[src/rtl/adcsq_pkg.sv]
// Package: register map, field positions and state encoding of the converter sequencer
package adcsq_pkg;

    // ==========================================================
    // Register offsets (byte addresses)
    localparam logic [7:0] ADCSQ_OFS_PWR_IRQ   = 8'h02; // power_irq_control
    localparam logic [7:0] ADCSQ_OFS_SEQ_LEN   = 8'h03; // sequence_length_control
    localparam logic [7:0] ADCSQ_OFS_TIM_RES   = 8'h04; // timing_resolution_control
    localparam logic [7:0] ADCSQ_OFS_SEQ_START = 8'h05; // sequence_start_control
    localparam logic [7:0] ADCSQ_OFS_STATUS0   = 8'h06; // converter_status0
    localparam logic [7:0] ADCSQ_OFS_CCF       = 8'h0B; // conv_complete_flags
    localparam logic [7:0] ADCSQ_OFS_DIEN      = 8'h0D; // digital_input_enable
    localparam logic [7:0] ADCSQ_OFS_PORT      = 8'h0F; // channel_port_data
    localparam logic [7:0] ADCSQ_OFS_RESULT    = 8'h10; // results, hi byte even, lo odd
    localparam logic [7:0] ADCSQ_RESULT_MASK   = 8'hF0;

    // ==========================================================
    // power_irq_control fields
    localparam int ADCSQ_B_POWER_UP  = 7; // converter_power_up
    localparam int ADCSQ_B_WAIT_HALT = 5; // wait_halt_select
    localparam int ADCSQ_B_TRIG_LVL  = 4; // trig_level_select
    localparam int ADCSQ_B_TRIG_POL  = 3; // trig_polarity
    localparam int ADCSQ_B_TRIG_EN   = 2; // trig_enable
    localparam int ADCSQ_B_IRQ_EN    = 1; // seq_done_irq_enable
    localparam int ADCSQ_B_IRQ_FLAG  = 0; // read-only copy of interrupt request

    // sequence_length_control: length field, zero means full length
    localparam int ADCSQ_LEN_LSB = 3;
    localparam int ADCSQ_LEN_MSB = 5;

    // timing_resolution_control fields
    localparam int ADCSQ_B_RES8    = 7; // res_eight_select
    localparam int ADCSQ_SMP_MSB   = 6; // sample_time_hi
    localparam int ADCSQ_SMP_LSB   = 5; // sample_time_lo
    localparam int ADCSQ_PRE_MSB   = 4; // clock_prescale
    localparam int ADCSQ_PRE_LSB   = 0;

    // sequence_start_control fields
    localparam int ADCSQ_B_RJUST = 7; // right-justified results
    localparam int ADCSQ_B_MULTI = 5; // multi_channel_select
    localparam int ADCSQ_B_SCAN  = 4; // continuous scan
    localparam int ADCSQ_CH_MSB  = 2; // starting channel
    localparam int ADCSQ_CH_LSB  = 0;

    // converter_status0 fields
    localparam int ADCSQ_B_SEQ_DONE = 7; // seq_done_flag, write 1 clears
    localparam int ADCSQ_B_OVERRUN  = 5; // trig_overrun_flag

    // ==========================================================
    // Reset values
    localparam logic [7:0] ADCSQ_RST_CTRL = 8'h00;
    localparam logic [7:0] ADCSQ_RST_PORT = 8'hFF;

    // Trigger pin and sample phase base length in converter clock ticks
    localparam int         ADCSQ_TRIG_CH   = 7; // analog_channel_seven
    localparam logic [4:0] ADCSQ_SMP_BASE  = 5'h02;

    // Sequencer states
    typedef enum logic [2:0] {
        ADCSQ_IDLE    = 3'b001,
        ADCSQ_SAMPLE  = 3'b010,
        ADCSQ_CONVERT = 3'b100
    } adcsq_state_t;

endpackage : adcsq_pkg

[src/rtl/adcsq_top.sv]
// Sequencer, trigger, low-power and register control of an eight-channel SAR converter
//
// Design decisions made here: the strobed register port and the placing of the registers.
`timescale 1ns/10ps
`default_nettype none

module adcsq_top
    import adcsq_pkg::*;
#(
    parameter int NUM_CH  = 8,
    parameter int RES_MAX = 10
) (
    // Clock and reset
    input  wire logic                  mclk,
    input  wire logic                  reset,
    // Register port
    input  wire logic [7:0]            reg_addr,
    input  wire logic [7:0]            reg_wdata,
    input  wire logic                  reg_wr,
    input  wire logic                  reg_rd,
    output logic      [7:0]            reg_rdata,
    // Pads and analog front end
    input  wire logic [NUM_CH-1:0]     pad_level,
    input  wire logic                  comp_above,
    output logic      [2:0]            channel_sel,
    output logic      [RES_MAX-1:0]    dac_code,
    output logic                       analog_power,
    output logic                       sample_clk_en,
    output logic                       convert_clk_en,
    output logic      [NUM_CH-1:0]     din_buf_en,
    // Low-power modes and interrupt
    input  wire logic                  stop_mode,
    input  wire logic                  wait_mode,
    output logic                       seq_done_irq
);
    import adcsq_pkg::*;

    // ==========================================================
    // Registers and state
    logic [7:0]               pwr_ctl_r;
    logic [7:0]               len_ctl_r;
    logic [7:0]               tim_ctl_r;
    logic [7:0]               start_ctl_r;
    logic [NUM_CH-1:0]        dien_r;
    logic                     seq_done_r;
    logic                     overrun_r;
    logic [NUM_CH-1:0]        ccf_r;
    logic [RES_MAX-1:0]       result_r [NUM_CH];
    logic [NUM_CH-1:0]        pad_s1_r;
    logic [NUM_CH-1:0]        pad_s2_r;
    logic                     trig_prev_r;
    adcsq_state_t             state_r;
    logic [5:0]               pre_cnt_r;
    logic [4:0]               smp_cnt_r;
    logic [3:0]               bit_idx_r;
    logic [2:0]               conv_idx_r;
    logic [RES_MAX-1:0]       sar_r;
    logic [7:0]               rdata_r;
    logic                     irq_r;
    logic [2:0]               chan_r;

    // Decoded controls
    logic                     trig_en, trig_lvl, trig_pol, scan, halt;
    logic                     trig_active, trig_edge, busy, tick;
    logic                     sw_start, start, abort, seq_end, conv_end;
    logic                     wr_pwr, wr_start;
    logic [3:0]               seq_len;
    logic [3:0]               msb_idx;
    logic [4:0]               smp_last;
    logic [5:0]               pre_last;
    logic [RES_MAX-1:0]       sar_kept;
    logic [RES_MAX-1:0]       rd_res;
    logic [RES_MAX-1:0]       rj_res;

    assign wr_pwr   = reg_wr && (reg_addr == ADCSQ_OFS_PWR_IRQ);
    assign wr_start = reg_wr && (reg_addr == ADCSQ_OFS_SEQ_START);
    assign trig_en  = pwr_ctl_r[ADCSQ_B_TRIG_EN];
    assign trig_lvl = pwr_ctl_r[ADCSQ_B_TRIG_LVL];
    assign trig_pol = pwr_ctl_r[ADCSQ_B_TRIG_POL];
    assign scan     = start_ctl_r[ADCSQ_B_SCAN];
    assign busy     = (state_r != ADCSQ_IDLE);

    // ==========================================================
    // Pad synchronisers; the first stage feeds only the second
    always_ff @(posedge mclk) begin
        if (reset) begin
            pad_s1_r    <= '0;
            pad_s2_r    <= '0;
            trig_prev_r <= 1'b0;
        end else begin
            pad_s1_r    <= pad_level;
            pad_s2_r    <= pad_s1_r;
            trig_prev_r <= pad_s2_r[ADCSQ_TRIG_CH];
        end
    end

    // Trigger taken from channel seven, polarity applied
    assign trig_active = trig_en && (pad_s2_r[ADCSQ_TRIG_CH] == trig_pol);
    assign trig_edge   = trig_en && !trig_lvl && trig_active
                         && (trig_prev_r != trig_pol);

    // ==========================================================
    // Start, abort and halt decisions
    always_comb begin
        halt     = stop_mode || (wait_mode && pwr_ctl_r[ADCSQ_B_WAIT_HALT]);
        abort    = wr_pwr && (!reg_wdata[ADCSQ_B_POWER_UP]
                              || !reg_wdata[ADCSQ_B_IRQ_EN]);
        sw_start = wr_start && !trig_en;
        start    = 1'b0;
        if (pwr_ctl_r[ADCSQ_B_POWER_UP] && !abort) begin
            if (sw_start) begin
                start = 1'b1;
            end else if (trig_edge && !busy) begin
                start = 1'b1;
            end else if (trig_en && trig_lvl && trig_active && !busy) begin
                start = 1'b1;
            end
        end
    end

    // ==========================================================
    // Control register writes
    always_ff @(posedge mclk) begin
        if (reset) begin
            pwr_ctl_r   <= ADCSQ_RST_CTRL;
            len_ctl_r   <= ADCSQ_RST_CTRL;
            tim_ctl_r   <= ADCSQ_RST_CTRL;
            start_ctl_r <= ADCSQ_RST_CTRL;
            dien_r      <= '0;
        end else begin
            if (wr_pwr) begin
                pwr_ctl_r <= reg_wdata;
            end
            if (reg_wr && reg_addr == ADCSQ_OFS_SEQ_LEN) begin
                len_ctl_r <= reg_wdata;
            end
            if (reg_wr && reg_addr == ADCSQ_OFS_TIM_RES) begin
                tim_ctl_r <= reg_wdata;
            end
            if (wr_start) begin
                start_ctl_r <= reg_wdata;
            end
            if (reg_wr && reg_addr == ADCSQ_OFS_DIEN) begin
                dien_r <= reg_wdata[NUM_CH-1:0];
            end
        end
    end

    // ==========================================================
    // Converter clock prescaler: one tick every 2*(prescale+1) clocks
    assign pre_last = {tim_ctl_r[ADCSQ_PRE_MSB:ADCSQ_PRE_LSB], 1'b1};
    assign tick     = busy && !halt && (pre_cnt_r == pre_last);

    always_ff @(posedge mclk) begin
        if (reset) begin
            pre_cnt_r <= '0;
        end else if (!busy || start) begin
            pre_cnt_r <= '0;
        end else if (!halt) begin
            pre_cnt_r <= tick ? 6'h00 : pre_cnt_r + 6'h01;
        end
    end

    // ==========================================================
    // Sequencer
    assign seq_len  = (len_ctl_r[ADCSQ_LEN_MSB:ADCSQ_LEN_LSB] == 3'h0)
                      ? 4'(NUM_CH) : {1'b0, len_ctl_r[ADCSQ_LEN_MSB:ADCSQ_LEN_LSB]};
    // Eight-bit mode stops the search two steps early, leaving bits left-aligned
    assign msb_idx  = 4'(RES_MAX - 1);
    assign smp_last = (ADCSQ_SMP_BASE << tim_ctl_r[ADCSQ_SMP_MSB:ADCSQ_SMP_LSB]) - 5'h01;
    assign conv_end = (state_r == ADCSQ_CONVERT) && tick
                      && (bit_idx_r == (tim_ctl_r[ADCSQ_B_RES8] ? 4'h2 : 4'h0));
    assign seq_end  = conv_end && ({1'b0, conv_idx_r} == seq_len - 4'h1);

    // Keep the trial bit only when the sample sits above the trial level
    always_comb begin
        sar_kept = sar_r;
        if (!comp_above) begin
            sar_kept[bit_idx_r] = 1'b0;
        end
    end

    always_ff @(posedge mclk) begin
        if (reset) begin
            state_r    <= ADCSQ_IDLE;
            smp_cnt_r  <= '0;
            bit_idx_r  <= '0;
            conv_idx_r <= '0;
            sar_r      <= '0;
        end else if (abort || !pwr_ctl_r[ADCSQ_B_POWER_UP]) begin
            state_r <= ADCSQ_IDLE;
            sar_r   <= '0;
        end else if (start) begin
            state_r    <= ADCSQ_SAMPLE;
            smp_cnt_r  <= '0;
            conv_idx_r <= '0;
            sar_r      <= '0;
        end else begin
            unique case (state_r)
                ADCSQ_IDLE: begin
                    sar_r <= '0;
                end
                ADCSQ_SAMPLE: begin
                    if (tick) begin
                        smp_cnt_r <= smp_cnt_r + 5'h01;
                        if (smp_cnt_r == smp_last) begin
                            state_r   <= ADCSQ_CONVERT;
                            bit_idx_r <= msb_idx;
                            sar_r     <= '0;
                            sar_r[msb_idx] <= 1'b1;                           // first trial
                        end
                    end
                end
                ADCSQ_CONVERT: begin
                    if (tick) begin
                        if (conv_end) begin
                            smp_cnt_r <= '0;
                            sar_r     <= '0;
                            if (!seq_end) begin
                                state_r    <= ADCSQ_SAMPLE;
                                conv_idx_r <= conv_idx_r + 3'h1;
                            end else if ((!trig_en && scan) ||
                                         (trig_en && trig_lvl && trig_active)) begin
                                state_r    <= ADCSQ_SAMPLE;
                                conv_idx_r <= '0;
                            end else begin
                                state_r <= ADCSQ_IDLE;
                            end
                        end else begin
                            bit_idx_r <= bit_idx_r - 4'h1;
                            sar_r     <= sar_kept | (10'(1) << (bit_idx_r - 4'h1));
                        end
                    end
                end
                default: begin
                    state_r <= ADCSQ_IDLE;
                end
            endcase
        end
    end

    // ==========================================================
    // Results; channel seven data is junk under external trigger
    always_ff @(posedge mclk) begin
        if (reset) begin
            for (int i = 0; i < NUM_CH; i++) begin
                result_r[i] <= '0;
            end
        end else if (conv_end && !abort) begin
            result_r[conv_idx_r] <= sar_kept;
        end
    end

    // ==========================================================
    // Status flags: hardware set wins over clear for seq_done_r; for overrun_r and ccf_r a start clears over a set or a completion
    always_ff @(posedge mclk) begin
        if (reset) begin
            seq_done_r <= 1'b0;
            overrun_r  <= 1'b0;
            ccf_r      <= '0;
        end else begin
            if (seq_end && !abort) begin
                seq_done_r <= 1'b1;
            end else if (reg_wr && reg_addr == ADCSQ_OFS_STATUS0
                         && reg_wdata[ADCSQ_B_SEQ_DONE]) begin
                seq_done_r <= 1'b0;
            end
            // Level mode never reaches here: trig_edge is edge mode only
            if (trig_edge && busy && !start) begin
                overrun_r <= 1'b1;
            end else if (start) begin
                overrun_r <= 1'b0;
            end
            if (start) begin
                ccf_r <= '0;
            end else if (conv_end && !abort) begin
                ccf_r[conv_idx_r] <= 1'b1;
            end
        end
    end

    // ==========================================================
    // Read path; data stands only in the cycle after the strobe
    assign rd_res = result_r[reg_addr[3:1]];
    assign rj_res = tim_ctl_r[ADCSQ_B_RES8] ? (rd_res >> 2) : rd_res;

    always_ff @(posedge mclk) begin
        if (reset) begin
            rdata_r <= '0;
        end else if (!reg_rd) begin
            rdata_r <= '0;
        end else if ((reg_addr & ADCSQ_RESULT_MASK) == ADCSQ_OFS_RESULT) begin
            if (start_ctl_r[ADCSQ_B_RJUST]) begin
                rdata_r <= reg_addr[0] ? rj_res[7:0] : {6'h00, rj_res[9:8]};
            end else begin
                rdata_r <= reg_addr[0] ? {rd_res[1:0], 6'h00} : rd_res[9:2];
            end
        end else begin
            unique case (reg_addr)
                ADCSQ_OFS_PWR_IRQ:   rdata_r <= {pwr_ctl_r[7:1], irq_r};
                ADCSQ_OFS_SEQ_LEN:   rdata_r <= len_ctl_r;
                ADCSQ_OFS_TIM_RES:   rdata_r <= tim_ctl_r;
                ADCSQ_OFS_SEQ_START: rdata_r <= start_ctl_r;
                ADCSQ_OFS_STATUS0:   rdata_r <= {seq_done_r, 1'b0, overrun_r, 2'b00,
                                                 conv_idx_r};
                ADCSQ_OFS_CCF:       rdata_r <= ccf_r;
                ADCSQ_OFS_DIEN:      rdata_r <= dien_r;
                ADCSQ_OFS_PORT:      rdata_r <= pad_s2_r | ~dien_r;
                default:             rdata_r <= 8'h00;
            endcase
        end
    end

    // ==========================================================
    // Registered outputs to the analog side and interrupt
    always_ff @(posedge mclk) begin
        if (reset) begin
            irq_r  <= 1'b0;
            chan_r <= '0;
        end else begin
            irq_r  <= seq_done_r && pwr_ctl_r[ADCSQ_B_IRQ_EN];
            chan_r <= start_ctl_r[ADCSQ_B_MULTI]
                      ? start_ctl_r[ADCSQ_CH_MSB:ADCSQ_CH_LSB] + conv_idx_r
                      : start_ctl_r[ADCSQ_CH_MSB:ADCSQ_CH_LSB];
        end
    end

    // Gating follows the sequencer so idle machines burn no clock power
    logic sample_en_r, convert_en_r, power_r;
    always_ff @(posedge mclk) begin
        if (reset) begin
            sample_en_r  <= 1'b0;
            convert_en_r <= 1'b0;
            power_r      <= 1'b0;
        end else begin
            sample_en_r  <= (state_r == ADCSQ_SAMPLE) && !halt;
            convert_en_r <= (state_r == ADCSQ_CONVERT) && !halt;
            power_r      <= pwr_ctl_r[ADCSQ_B_POWER_UP];
        end
    end

    assign reg_rdata      = rdata_r;
    assign seq_done_irq   = irq_r;
    assign channel_sel    = chan_r;
    assign dac_code       = sar_r;
    assign analog_power   = power_r;
    assign sample_clk_en  = sample_en_r;
    assign convert_clk_en = convert_en_r;
    assign din_buf_en     = dien_r;

endmodule : adcsq_top

`default_nettype wire

[config.mk]
export PLATFORM = sky130hd
export DESIGN_NAME = adcsq_top
export DESIGN_NICKNAME = d
export VERILOG_FILES = /design/src/rtl/adcsq_pkg.sv /design/src/rtl/adcsq_top.sv
export SDC_FILE = /design/constraint.sdc
export NUM_CORES = 1
export LEC_CHECK = 0
export BUFFER_PORTS_ARGS = -buffer_cell sky130_fd_sc_hd__buf_4
export CAP_MARGIN = 40
export CORE_ASPECT_RATIO = 0.8
export CORE_UTILIZATION = 59
export CTS_CLUSTER_DIAMETER = 100
export DETAILED_ROUTE_END_ITERATION = 10
export GPL_TIMING_DRIVEN = 0
export PLACE_DENSITY = 0.78
export SLEW_MARGIN = 20
export SYNTH_ARGS = -nofsm -noshare
export SYNTH_HDL_FRONTEND = slang
export SYNTH_SLANG_ARGS = --single-unit
[constraint.sdc]
create_clock -name mclk -period 3.3 [get_ports mclk]
set_input_delay 0.165 -clock mclk [delete_from_list [all_inputs] [get_ports mclk]]
set_output_delay 0.165 -clock mclk [all_outputs]
set_load 0.01 [all_outputs]
==> impl_results.html <==
<table>
<tr><th>Metric</th><th>Value</th></tr>
<tr><th colspan="2">Floorplan</th></tr>
<tr><td>Effective utilization at floorplan</td><td>0.606</td></tr>
<tr><td>Die Y</td><td>113 um</td></tr>
<tr><td>Ports</td><td>64</td></tr>
<tr><td>Total Die Area</td><td>16000 um^2</td></tr>
<tr><td>Width of the die</td><td>141 um</td></tr>
<tr><td>Placeable Area</td><td>15100 um^2</td></tr>
<tr><td>Number of core rows</td><td>40</td></tr>
<tr><th colspan="2">Pwr</th></tr>
<tr><td>Worst IR drop on VDD</td><td>0.000401 V</td></tr>
<tr><td>Lkg Pwr</td><td>3.77 nW</td></tr>
<tr><td>Areal power density over the cells</td><td>471 nW/um^2</td></tr>
<tr><th colspan="2">CTS</th></tr>
<tr><td>CTS tree</td><td>yes</td></tr>
<tr><td>Clock latency on the worst-skew pair</td><td>0.44 ns</td></tr>
<tr><td>CTS H-tree lvls</td><td>4</td></tr>
<tr><td>Total clock buffers created by CTS</td><td>17</td></tr>
<tr><td>CTS sink count</td><td>192</td></tr>
<tr><td>Clock slew seen by the registers of the worst setup and hold paths</td><td>0.07 ns</td></tr>
<tr><td>Number of buffers inserted to repair setup after CTS</td><td>0</td></tr>
<tr><td>Max Root-Sink Buffers</td><td>2</td></tr>
<tr><td>Cell chosen for the clock root</td><td>sky130_fd_sc_hd__clkbuf_16</td></tr>
<tr><td>Resized Gates After CTS</td><td>0</td></tr>
<tr><td>Cts hold-fix bufs</td><td>8</td></tr>
<tr><th colspan="2">Synthesis</th></tr>
<tr><td>Number of distinct library cell variants in the gate-level netlist after synthesis</td><td>67</td></tr>
<tr><td>Commonest register cell after synthesis</td><td>sky130_fd_sc_hd__dfxtp_1</td></tr>
<tr><td>Syn Nets</td><td>954</td></tr>
<tr><td>Area fraction of the dominant cell type after synthesis</td><td>0.263</td></tr>
<tr><td>Netlist area before placement</td><td>9130 um^2</td></tr>
<tr><td>Synth area leader</td><td>sky130_fd_sc_hd__edfxtp_1</td></tr>
<tr><td>#FFs+latches synth</td><td>192</td></tr>
<tr><td>Number of enable-type register cells in the synthesized netlist</td><td>80</td></tr>
<tr><td>Mean cell area of the mapped netlist</td><td>10.0 um^2</td></tr>
<tr><td>Most instantiated cells after synthesis</td><td>143 x sky130_fd_sc_hd__nor2_1, 112 x sky130_fd_sc_hd__dfxtp_1, 106 x sky130_fd_sc_hd__nand2_1</td></tr>
<tr><td>Warnings, synthesis</td><td>0</td></tr>
<tr><td>Dominant cells by area after synthesis</td><td>sky130_fd_sc_hd__edfxtp_1 26%, sky130_fd_sc_hd__dfxtp_1 25%, sky130_fd_sc_hd__nor2_1 5.9%</td></tr>
<tr><td>Most frequently used cell type in the post-synthesis netlist</td><td>sky130_fd_sc_hd__nor2_1</td></tr>
<tr><td>Number of standard cells after synthesis</td><td>909</td></tr>
<tr><td>Seq/Total Area, Yosys</td><td>0.509</td></tr>
<tr><td>Proportion of synthesized flip-flops having asynchronous set or reset</td><td>0</td></tr>
<tr><th colspan="2">Global route</th></tr>
<tr><td>Antenna violations before repair</td><td>0</td></tr>
<tr><td>Number of global-route vias before repair</td><td>7112</td></tr>
<tr><td>First-pass GRT wire length</td><td>38500 um</td></tr>
<tr><td>Maximum number of pins on one net before global-route repair</td><td>17</td></tr>
<tr><td>Global-route total usage across every layer</td><td>0.324</td></tr>
<tr><td>GRT overflow</td><td>0</td></tr>
<tr><th colspan="2">Detailed routing</th></tr>
<tr><td>Aggregate routed wire length</td><td>24900 um</td></tr>
<tr><td>Number of DRC markers in iteration 0</td><td>829</td></tr>
<tr><td>Routed length per instance</td><td>20.3 um</td></tr>
<tr><td>Detailed-route via count</td><td>7581</td></tr>
<tr><td>Count of TritonRoute iterations in the first routing pass</td><td>7</td></tr>
<tr><td># DRC</td><td>0</td></tr>
<tr><td>Number of vias per cell after detailed routing</td><td>6.20</td></tr>
<tr><td>Detail Route Antenna Nets</td><td>0</td></tr>
<tr><th colspan="2">Layout</th></tr>
<tr><td>Share of final-layout standard cells stronger than drive strength 1</td><td>0.139</td></tr>
<tr><td>Number of diodes</td><td>0</td></tr>
<tr><td>Area growth from synthesis to layout</td><td>15.9%</td></tr>
<tr><td>Final standard cell utilization of the core</td><td>0.702</td></tr>
<tr><td>Nets</td><td>1044</td></tr>
<tr><th colspan="2">Worst setup path</th></tr>
<tr><td>Register-to-register setup slack</td><td>0.30 ns</td></tr>
<tr><td>Highest net fanout along the worst path</td><td>10</td></tr>
<tr><td>Data arrival, critical path</td><td>3.08 ns</td></tr>
<tr><td>Data required time of the worst path</td><td>3.38 ns</td></tr>
<tr><td>Startpoint class of the critical path</td><td>flip-flop</td></tr>
<tr><td>Crit Path Category</td><td>reg2reg</td></tr>
<tr><td>Category of the worst setup path capture point</td><td>flip-flop</td></tr>
<tr><th colspan="2">Worst hold path</th></tr>
<tr><td>Class of the most critical hold timing path</td><td>in2reg</td></tr>
<tr><th colspan="2">STA</th></tr>
<tr><td>Number of endpoints failing setup at the final stage</td><td>0</td></tr>
<tr><td>Achievable clock frequency</td><td>0.333 GHz</td></tr>
<tr><td>Setup WS post-layout</td><td>0.296 ns</td></tr>
<tr><td>Normalized max-slew margin</td><td>0.368</td></tr>
<tr><td>Ratio of final minimum period to clock period</td><td>0.910</td></tr>
<tr><td>Final TNS setup</td><td>0 ns</td></tr>
<tr><td>Final max-slew violation count</td><td>0</td></tr>
<tr><td>Time the worst path needs with I/O delays and setup</td><td>3.00 ns</td></tr>
<tr><td>Slew at the pin closest to its max-slew limit</td><td>0.935 ns</td></tr>
<tr><td>Worst clock skew</td><td>0.00880 ns</td></tr>
<tr><td>RSZ-0062 raised after global routing</td><td>no</td></tr>
<tr><td>Count of final hold-check violations</td><td>0</td></tr>
<tr><th colspan="2">Job</th></tr>
<tr><td>Number of max-capacitance violations reported</td><td>0</td></tr>
<tr><th colspan="2">Placement</th></tr>
<tr><td>Final weighted congestion in routability-driven placement</td><td>0.962</td></tr>
<tr><td>Dpl ws</td><td>0.414 ns</td></tr>
<tr><td>Detailed placer's ending HPWL</td><td>17800 um</td></tr>
<tr><td>Port Buffers</td><td>60</td></tr>
<tr><th colspan="2">Run status</th></tr>
<tr><td>Result of the run</td><td>complete, no violations</td></tr>
</table>
## critical path: stages (launching register included)
cell,delay (ns)
sky130_fd_sc_hd__dfxtp_1,0.50
sky130_fd_sc_hd__xor2_1,0.16
sky130_fd_sc_hd__or4_4,0.59
sky130_fd_sc_hd__or3_1,0.35
sky130_fd_sc_hd__buf_2,0.19
sky130_fd_sc_hd__nor3_4,0.30
sky130_fd_sc_hd__nand3_1,0.13
sky130_fd_sc_hd__nand2_1,0.42
## placed cells by master (no fill, tap or decap), drive strengths merged, types with 8 or more instances in the layout
cell type / n
ha: 13
a21oi: 43
buf: 78
dfxtp: 112
dlygate4sd3: 8
clkbuf: 54
a211oi: 9
xor2: 11
a211o: 9
o21ai: 16
nor2: 143
mux4: 20
nand3: 33
inv: 15
edfxtp: 80
mux2i: 47
nor2b: 35
nor4: 9
a31oi: 8
o22ai: 14
nand2: 109
nor3: 23
## power breakdown
group | switching, W | internal [W] | total, W
Sequential | 0.0000232 | 0.00253 | 0.00255
Combinational | 0.000166 | 0.000111 | 0.000277
Clock | 0.000891 | 0.00126 | 0.00215
Total | 0.00108 | 0.00390 | 0.00498
## worst paths after layout
path                              from                           end  depth (start not counted)
min                       reg_wdata[6]   start_ctl_r[6]$_SDFFE_PP0N_                          3
max reg2reg  tim_ctl_r[3]$_SDFFE_PP0P_  result_r[7][4]$_SDFFCE_PN0P_                          7
min reg2reg     pad_s1_r[7]$_SDFF_PP0_        pad_s2_r[7]$_SDFF_PP0_                          1
max          tim_ctl_r[3]$_SDFFE_PP0P_  result_r[7][4]$_SDFFCE_PN0P_                          7
## kinds of logic after synthesis
| logic type | count (synthesis) | share of synthesized area |
|---|---|---|
| flops | 192 | 0.509 |
| buf+inv | 60 | 0.0258 |
| mux | 71 | 0.106 |
| xor+xnor | 18 | 0.0173 |
| compound gates | 154 | 0.114 |
| fa+ha+maj | 14 | 0.0200 |
| simple gates | 400 | 0.208 |
## state kept, by name, indices dropped and copies added (netlist names), 5 cells and up
name,flops
dac_code,10
smp_cnt_r,5
len_ctl_r,8
pre_cnt_r,6
reg_rdata,8
tim_ctl_r,8
din_buf_en,8
ccf_r,8
pad_s2_r,8
start_ctl_r,8
pwr_ctl_r,7
result_r,80
pad_s1_r,8
## per-layer routing
layer | up-vias | wire [um] | GRT usage
li1 | 3467 | - | -
met1 | 3633 | 10400 | 0.465
met2 | 428 | 10700 | 0.471
met3 | 53 | 3180 | 0.102
met4 | 0 | 485 | 0.0928
met5 | - | 0 | 0
## through the flow
| step | cells | area (um^2) | total power (W) | hold WS [ns] |
|---|---|---|---|---|
| floorplan | 909 | 9130 | 0.00275 | 0.293 |
| global placement | 1179 | 9840 | 0.00285 | 0.376 |
| detailed placement | 1182 | 9870 | 0.00286 | 0.381 |
| CTS | 1222 | 10600 | 0.00497 | 0.00615 |
| global route | 1222 | 10600 | 0.00510 | 0.00582 |
| finish | 1222 | 10600 | 0.00498 | 0.0124 |
## layout make-up
class,count,area [um^2]
inverter,15,56.3
clock inverter,7,67.6
tap,210,263
fill,1138,4490
sequential,192,4640
timing repair buffer,71,552
clock buffer,25,561
multi-input combinational,657,4260
buffer,45,179
Note: power is estimated with default switching activity, not from simulation.
